### config.mk
export PLATFORM = sky130hd
export DESIGN_NAME = oicr_top
export DESIGN_NICKNAME = d
export VERILOG_FILES = /design/src/design/oicr_pkg.sv /design/src/design/oicr_reg_if.sv /design/src/design/oicr_top.sv /design/src/design/oicr_serial_port.sv
export SDC_FILE = /design/constraint.sdc
export NUM_CORES = 1
export LEC_CHECK = 0
export ABC_AREA = 1
export BUFFER_PORTS_ARGS = -buffer_cell sky130_fd_sc_hd__buf_2
export CORE_MARGIN = 8
export CORE_UTILIZATION = 59
export CTS_CLUSTER_SIZE = 16
export DETAILED_ROUTE_END_ITERATION = 7
export GPL_TIMING_DRIVEN = 0
export PLACE_DENSITY = 0.85
export SLEW_MARGIN = 30
export SYNTH_ARGS = -nofsm -noshare
export SYNTH_HDL_FRONTEND = slang
export SYNTH_SLANG_ARGS = --single-unit
### constraint.sdc
create_clock -name clk_sys -period 1.7 [get_ports clk_sys]
set_input_delay 0.17 -clock clk_sys [delete_from_list [all_inputs] [get_ports clk_sys]]
set_output_delay 0.17 -clock clk_sys [all_outputs]
set_load 0.1 [all_outputs]
### src/design/oicr_pkg.sv
/*
 * Constants for the output interface configuration register bank:
 * register offsets, field positions, reset values, codes and frame layout.
 * Assumes nothing of its surroundings.
 */
package oicr_pkg;
    // Register offsets on the serial programming port.
    localparam logic [11:0] ADDR_SOFT_RESET = 12'h000;
    localparam logic [11:0] ADDR_IF_SELECT = 12'h007;
    localparam logic [11:0] ADDR_POWER_DOWN = 12'h008;
    localparam logic [11:0] ADDR_FUSE_LOAD = 12'h013;

    // Field positions.
    localparam int SOFT_RESET_BIT = 0;
    localparam int FUSE_LOAD_BIT = 0;
    localparam int MAP_MSB = 7;
    localparam int MAP_LSB = 5;
    localparam int OVERRIDE_BIT = 3;
    localparam int MODE_MSB = 2;
    localparam int MODE_LSB = 0;
    localparam int PD_CLKBUF_BIT = 5;
    localparam int PD_REFAMP_BIT = 4;
    localparam int PD_CHAN_A_BIT = 2;
    localparam int PD_GLOBAL_BIT = 0;

    // Reset values and the power-down write mask.
    localparam logic [7:0] IF_SELECT_RESET = 8'h00;
    localparam logic [7:0] POWER_DOWN_RESET = 8'h02;
    localparam logic [7:0] POWER_DOWN_WMASK = 8'h3F;

    // Output bit mapping codes.
    localparam logic [2:0] MAP_TWO_WIRE_18_14 = 3'h1;
    localparam logic [2:0] MAP_TWO_WIRE_16 = 3'h2;
    localparam logic [2:0] MAP_ONE_WIRE = 3'h3;
    localparam logic [2:0] MAP_HALF_WIRE = 3'h4;

    // Interface mode select codes.
    localparam logic [2:0] MODE_TWO_WIRE = 3'h3;
    localparam logic [2:0] MODE_ONE_WIRE = 3'h4;
    localparam logic [2:0] MODE_HALF_WIRE = 3'h5;

    // Serial frame: 16 header bits then 8 data bits.
    localparam logic [4:0] HEADER_BITS = 5'h10;
    localparam logic [4:0] FRAME_BITS = 5'h18;
    localparam int RW_BIT = 15;
endpackage : oicr_pkg

### src/design/oicr_reg_if.sv
/*
 * Carrier between the serial port slave and the register bank.
 * Assumes both ends run on clk_sys.
 */
`timescale 1ns/1ps
interface oicr_reg_if;
    logic wr_stb;
    logic [11:0] addr;
    logic [7:0] wdata;
    logic [7:0] rdata;

    modport port_side (
        output wr_stb,
        output addr,
        output wdata,
        input rdata
    );
    modport bank_side (
        input wr_stb,
        input addr,
        input wdata,
        output rdata
    );
endinterface : oicr_reg_if

### src/design/oicr_top.sv
/*
 * Output interface configuration register bank: soft reset, output bit
 * mapping and interface mode selection with fuse defaults, fuse load
 * trigger and the power-down control register.
 * Assumes an external controller on the serial programming port and
 * fuse-derived defaults given as parameters.
 */
`timescale 1ns/1ps
// What this block does
// - Writing one to bit 0 of the reset register returns all registers to defaults and the bit reads back zero.
// - The output bit mapping field decodes 001, 010, 011 and 100 as the four mapping variants, others unused.
// - A written output bit mapping only takes effect when the fuse load bit of register 0x13 is written.
// - The fuse load discards earlier power-down register writes, so they must be written again; the interface select register is kept.
// - After reset the fuse default interface variant is applied without controller action.
// - The mapping and mode fields read 000 until the controller writes them.
// - The override enable bit decides whether the mode select field replaces the default mode.
// - The mode select field decodes 011, 100 and 101 as two-wire, one-wire and half-wire.
// - A read has bit A15 set and A[14:12] zero, and data leave on falling serial clock edges.
module oicr_top
    import oicr_pkg::*;
#(
    parameter logic [2:0] FUSE_BIT_MAPPING = 3'h1,
    parameter logic [2:0] FUSE_INTERFACE_MODE = 3'h3
) (
    input wire logic clk_sys,
    input wire logic reset,
    input wire logic serial_port_select_n,
    input wire logic sclk,
    input wire logic sdio_in,
    output logic sdio_out,
    output logic sdio_oe_n,
    output logic [2:0] active_bit_mapping,
    output logic [2:0] active_interface_mode,
    output logic clock_buffer_power_down,
    output logic reference_amp_power_down,
    output logic channel_a_power_down,
    output logic global_power_down
);
    import oicr_pkg::*;

    oicr_reg_if bus ();

    logic soft_reset;
    logic fuse_load;
    logic [2:0] map_r;
    logic map_written_r;
    logic override_r;
    logic [2:0] mode_r;
    logic mode_written_r;
    logic [7:0] pdn_r;
    logic [2:0] active_map_r;
    logic [2:0] active_mode_r;
    logic [7:0] rdata_r;
    logic map_valid;
    logic mode_valid;

    ////////////////////////////////////////////////////////////////////////
    oicr_serial_port u_port (
        .clk_sys(clk_sys),
        .reset(reset),
        .serial_port_select_n(serial_port_select_n),
        .sclk(sclk),
        .sdio_in(sdio_in),
        .sdio_out(sdio_out),
        .sdio_oe_n(sdio_oe_n),
        .bus(bus.port_side)
    );

    ////////////////////////////////////////////////////////////////////////
    // Write decode.
    assign soft_reset = bus.wr_stb && bus.addr == ADDR_SOFT_RESET && bus.wdata[SOFT_RESET_BIT];
    assign fuse_load = bus.wr_stb && bus.addr == ADDR_FUSE_LOAD && bus.wdata[FUSE_LOAD_BIT];

    always_comb begin
        unique case (map_r)
            MAP_TWO_WIRE_18_14, MAP_TWO_WIRE_16, MAP_ONE_WIRE, MAP_HALF_WIRE: map_valid = 1'b1;
            default: map_valid = 1'b0;
        endcase
    end

    always_comb begin
        unique case (mode_r)
            MODE_TWO_WIRE, MODE_ONE_WIRE, MODE_HALF_WIRE: mode_valid = 1'b1;
            default: mode_valid = 1'b0;
        endcase
    end

    ////////////////////////////////////////////////////////////////////////
    // Interface select register. The fuse load keeps this register, as it
    // is the one meant to be written ahead of the load.
    always_ff @(posedge clk_sys) begin
        if (reset || soft_reset) begin
            map_r <= IF_SELECT_RESET[MAP_MSB:MAP_LSB];
            map_written_r <= 1'b0;
            override_r <= IF_SELECT_RESET[OVERRIDE_BIT];
            mode_r <= IF_SELECT_RESET[MODE_MSB:MODE_LSB];
            mode_written_r <= 1'b0;
        end else if (bus.wr_stb && bus.addr == ADDR_IF_SELECT) begin
            map_r <= bus.wdata[MAP_MSB:MAP_LSB];
            map_written_r <= 1'b1;
            override_r <= bus.wdata[OVERRIDE_BIT];
            mode_r <= bus.wdata[MODE_MSB:MODE_LSB];
            mode_written_r <= 1'b1;
        end
    end

    // Power-down control register; reserved bit 1 holds its reset value.
    always_ff @(posedge clk_sys) begin
        if (reset || soft_reset || fuse_load) begin
            pdn_r <= POWER_DOWN_RESET;
        end else if (bus.wr_stb && bus.addr == ADDR_POWER_DOWN) begin
            pdn_r <= (bus.wdata & POWER_DOWN_WMASK) | POWER_DOWN_RESET;
        end
    end

    ////////////////////////////////////////////////////////////////////////
    // Applied mapping follows the fuse default until a fuse load picks up
    // a written valid code.
    always_ff @(posedge clk_sys) begin
        if (reset || soft_reset) begin
            active_map_r <= FUSE_BIT_MAPPING;
        end else if (fuse_load) begin
            active_map_r <= (map_written_r && map_valid) ? map_r : FUSE_BIT_MAPPING;
        end
    end

    always_ff @(posedge clk_sys) begin
        if (reset || soft_reset) begin
            active_mode_r <= FUSE_INTERFACE_MODE;
        end else begin
            active_mode_r <= (override_r && mode_valid) ? mode_r : FUSE_INTERFACE_MODE;
        end
    end

    ////////////////////////////////////////////////////////////////////////
    // Readback; self-clearing and unmapped locations read zero.
    always_ff @(posedge clk_sys) begin
        if (reset) begin
            rdata_r <= 8'h00;
        end else begin
            unique case (bus.addr)
                ADDR_IF_SELECT: rdata_r <= {map_written_r ? map_r : 3'h0, 1'b0, override_r,
                                            mode_written_r ? mode_r : 3'h0};
                ADDR_POWER_DOWN: rdata_r <= pdn_r;
                default: rdata_r <= 8'h00;
            endcase
        end
    end

    assign bus.rdata = rdata_r;
    assign active_bit_mapping = active_map_r;
    assign active_interface_mode = active_mode_r;
    assign clock_buffer_power_down = pdn_r[PD_CLKBUF_BIT];
    assign reference_amp_power_down = pdn_r[PD_REFAMP_BIT];
    assign channel_a_power_down = pdn_r[PD_CHAN_A_BIT];
    assign global_power_down = pdn_r[PD_GLOBAL_BIT];
endmodule : oicr_top

### src/design/oicr_serial_port.sv
/*
 * Serial programming port slave: synchronises the select, clock and data
 * pins into clk_sys, shifts in a 16-bit header and 8 data bits, issues a
 * write strobe or drives read data out on falling clock edges.
 * Assumes the serial clock is far slower than clk_sys (at least 3 clk_sys
 * periods per phase).
 */
`timescale 1ns/1ps
module oicr_serial_port
    import oicr_pkg::*;
(
    input wire logic clk_sys,
    input wire logic reset,
    input wire logic serial_port_select_n,
    input wire logic sclk,
    input wire logic sdio_in,
    output logic sdio_out,
    output logic sdio_oe_n,
    oicr_reg_if.port_side bus
);
    logic [2:0] sync1_r;
    logic [2:0] sync2_r;
    logic [2:0] prev_r;
    logic sel_n;
    logic sclk_rise;
    logic sclk_fall;
    logic din;
    logic [4:0] cnt_r;
    logic [22:0] shift_r;
    logic read_r;
    logic rw_r;

    ////////////////////////////////////////////////////////////////////////
    // Pin synchronisers; logic reads the second stage, and clock edge detection also reads a third.
    always_ff @(posedge clk_sys) begin
        sync1_r <= {serial_port_select_n, sclk, sdio_in};
        sync2_r <= sync1_r;
        prev_r <= sync2_r;
    end

    assign sel_n = sync2_r[2];
    assign din = sync2_r[0];
    assign sclk_rise = sync2_r[1] & ~prev_r[1];
    assign sclk_fall = ~sync2_r[1] & prev_r[1];

    ////////////////////////////////////////////////////////////////////////
    always_ff @(posedge clk_sys) begin
        if (reset || sel_n) begin
            cnt_r <= 5'h00;
            shift_r <= 23'h000000;
        end else if (sclk_rise && cnt_r != FRAME_BITS) begin
            cnt_r <= cnt_r + 5'h01;
            shift_r <= {shift_r[21:0], din};
        end
    end

    always_ff @(posedge clk_sys) begin
        if (reset || sel_n) begin
            read_r <= 1'b0;
            rw_r <= 1'b0;
            bus.addr <= 12'h000;
        end else if (sclk_rise && cnt_r == HEADER_BITS - 5'h01) begin
            read_r <= shift_r[RW_BIT - 1] && shift_r[13:11] == 3'h0;
            // A set read bit blocks the write even when the read itself is refused.
            rw_r <= shift_r[RW_BIT - 1];
            bus.addr <= {shift_r[10:0], din};
        end
    end

    always_ff @(posedge clk_sys) begin
        if (reset) begin
            bus.wr_stb <= 1'b0;
            bus.wdata <= 8'h00;
        end else begin
            bus.wr_stb <= !sel_n && sclk_rise && cnt_r == FRAME_BITS - 5'h01 && !rw_r;
            if (sclk_rise && cnt_r == FRAME_BITS - 5'h01) begin
                bus.wdata <= {shift_r[6:0], din};
            end
        end
    end

    ////////////////////////////////////////////////////////////////////////
    // Read data is launched most significant bit first on falling edges.
    always_ff @(posedge clk_sys) begin
        if (reset || sel_n || !read_r) begin
            sdio_out <= 1'b0;
            sdio_oe_n <= 1'b1;
        end else if (sclk_fall && cnt_r >= HEADER_BITS && cnt_r < FRAME_BITS) begin
            sdio_out <= bus.rdata[3'(5'h17 - cnt_r)];
            sdio_oe_n <= 1'b0;
        end
    end
endmodule : oicr_serial_port

==> impl_metrics.py <==
metrics = {
    "global_route": {
        "grt.overflow.total": 0,
        "grt_max_degree": 13,
        "grt_pass1_vias": 2431,
        "grt_pass1_wl_um": 10600,
        "antenna_found_initial": 0,
        "track_usage_pct": 17.9,
    },
    "synth": {
        "synthTopCellsByArea": "dfxtp_1 (52%), a21oi_1 (8.0%), nand2_1 (7.5%)",
        "yosys.area.top_type": "dfxtp_1",
        "avgSynthCellArea_um2": 7.92,
        "ys_seq_elements": 79,
        "synth_top_area_share_pct": 51.8,
        "syn_inst": 385,
        "synth-compound-area-share_pct": 14.3,
        "synth-simple-area-share_pct": 23.8,
        "ys_seq_area_share_pct": 51.8,
        "synth_top_family_by_area": "simple AND/OR/NAND/NOR gates",
        "synthMuxAreaShare_pct": 0,
        "ys_warn_count": 0,
        "synthAdderAreaFrac_pct": 1.23,
        "synth_area_um2": 3050,
        "syn_nets": 393,
        "synth_xor_area_share_pct": 0,
        "synth_cell_type_count": 25,
    },
    "job": {
        "max_cap_violations": 0,
    },
    "clock_tree": {
        "clk_pin_slew_ns": 0.08,
        "numClockSinks": 79,
        "ctsHtreeMaxLevel": 3,
        "cts-root-buf": "clkbuf_8",
        "clockBufferDepth": 2,
        "clk_latency_ns": 0.34,
        "numCtsBuffers": 9,
        "cts_tree": "done",
    },
    "critical_path": {
        "cp-end-kind": "flop",
        "worstPathRequired_ns": 1.93,
        "critPathMaxFanout": 10,
        "cpPeakStageDelay_ns": 0.40,
        "crit_chain": "ha_2 > nand2_1 > nor2_1 > ha_2 > nand2_2 > buf_6 > o21ai_0 > a21oi_1",
        "crit_path_start_kind": "flop",
        "crit_family": "adder cells",
        "cp.arrival_ns": 1.82,
        "cp_slowest_cell": "dfxtp_4",
        "cp_common_cell": "ha_2",
        "critPathKind": "flop to flop",
        "cp.buffers_inverters": 1,
    },
    "timing": {
        "fin_hold_ws_ns": 0.121,
        "slew_viol_final": 0,
        "rsz0062_at_grt": "false",
        "skew_ns": 0.0102,
        "hold_violations": 0,
        "slew_headroom_pct": 67.5,
        "post-route-period-util_pct": 93.3,
        "setup_viol": 0,
        "period_needed_ns": 1.59,
        "timing_worst_slew_pin_value_ns": 0.492,
        "fmax_mhz": 630,
    },
    "cells_and_area": {
        "multiInputGateArea_um2": 1210,
        "fillCellCount": 397,
        "n_antenna_cell": 0,
        "final_layout_size_suffix_gt1_share_pct": 15.5,
        "nets": 424,
        "layout_commonest_cell": "dfxtp_1",
        "area_delta_synth_final_pct": 13.8,
        "regArea_um2": 1590,
        "final_cell_mix": "dfxtp_1 (77), nand2_1 (60), a21oi_1 (49)",
        "fin_cells": 490,
    },
    "die": {
        "die_h_um": 87.9,
        "dieWidth_um": 87.9,
        "num_rows": 26,
        "start_util_pct": 60.5,
        "die-area_um2": 7730,
        "core-area_um2": 5040,
        "ios": 17,
    },
    "placed_design": {
        "io_buffers": 15,
        "gp_congestion": 0.823,
        "dp_hpwl_um": 4560,
        "dp_cells": 470,
    },
    "drt": {
        "ant_nets": 0,
        "drcViolationCount": 0,
        "routed_wl_um": 6470,
        "dr.pass1.iters": 5,
        "viasPerCell": 5.33,
        "drt_iter0_drc": 197,
        "vias": 2613,
        "wl_per_cell_um": 13.2,
        "dr_wl_met2_um": 2990,
        "wl_met1_um": 2930,
        "wl_met3_um": 377,
        "top_layer_used": "met4",
    },
    "power_and_ir_drop": {
        "power_density_nw_per_um2": 942,
        "total_power_uw": 3270,
        "peakVddDrop_v": 0.000744,
        "p_leak_uw": 0.00137,
    },
    "status": {
        "status": "complete, no violations",
    },
    "hold_path": {
        "hp-class": "primary input to flop",
    },
}
-- flip-flops by register name, indices dropped and copies added, names as in the netlist, 3 cells and up --
name	cells
map_r	3
pdn_r	5
u_port.sync2_r	3
u_port.bus.addr	12
bus.rdata	8
u_port.sync1_r	3
u_port.shift_r	15
active_bit_mapping	3
mode_r	3
u_port.cnt_r	5
active_interface_mode	3
u_port.bus.wdata	8
-- worst register-to-register path: cells and delay by family (launching register included) --
family          cells  cell delay [ns]
fa+ha+maj           2             0.44
flops               1             0.40
simple gates        3             0.25
compound gates      2             0.23
buf+inv             1             0.17
-- worst paths after layout --
kind,start,end,slack (ns),cells after the start
setup / recovery,u_port.cnt_r[0],u_port.bus.addr[2],0.11,8
hold / removal,reset,bus.rdata[5],0.12,2
setup reg to reg,u_port.cnt_r[0],u_port.bus.addr[2],0.11,8
hold reg to reg,u_port.sync1_r[0],u_port.sync2_r[0],0.33,0
-- logic make-up after synthesis --
kind of cell	Yosys count
DFF	79
and+or+nand+nor	152
adders and majority gates	3
AOI/OAI and AO/OA	86
buffers and inverters	65
-- area by class of cell --
cell class | instances | area share [%]
inverter | 48 | 5.37
buffer | 17 | 2.88
clock inverter | 2 | 0.433
sequential | 79 | 45.7
timing repair buffer | 20 | 3.46
tap | 70 | 2.52
multi-input combinational | 241 | 34.8
clock buffer | 13 | 4.87
-- Yosys cell counts --
cell,number
nor2_4,3
a21oi_1,49
a211oi_1,1
dfxtp_1,79
nor3_4,1
buf_1,1
o211ai_1,1
ha_1,3
buf_6,1
nor3_1,7
buf_2,6
nand3_1,26
clkbuf_1,6
buf_4,3
nand2_1,61
nor2_2,5
nand4_1,11
o21ai_0,35
nand3b_1,1
inv_2,2
nand3_2,3
nand3_4,1
nor4_1,1
nor2_1,32
inv_1,46
-- power by group --
part           total (uW)  switching, uW  leakage (uW)  internal [uW]
registers            1890           14.8      0.000641           1870
logic                 108           73.4      0.000640           35.0
clock network        1280            634     0.0000878            643
-- per-stage QoR --
step	setup TNS (ns)	util [%]	worst slack (ns)	cell area, um2
6_report	0	68.8	0.113	3470
5_1_grt	0	68.8	0.000189	3470
4_1_cts	0	68.3	0.0136	3450
3_5_place_dp	-2.50	63.7	-0.263	3210
3_3_place_gp	-2.02	63.7	-0.226	3210
2_1_floorplan	0	-	0.131	3050
-- what timing repair did --
item / 4_1_cts / 5_1_grt
hold buffers: 3 / 0
pin swaps: 1 / 0
endpoints found under the setup margin: 14 / 23
hold endpoints to repair: 3 / 0
buffers inserted: 1 / 1
gates resized for setup: 6 / 14
-- per-layer routing --
metal  global-route usage (%)  vias up
met5                        0        -
met4                     8.13        0
met3                     6.47       14
met2                     28.4       94
met1                     21.1     1189
li1                         -     1316
Power figures use the tool's default switching activity.
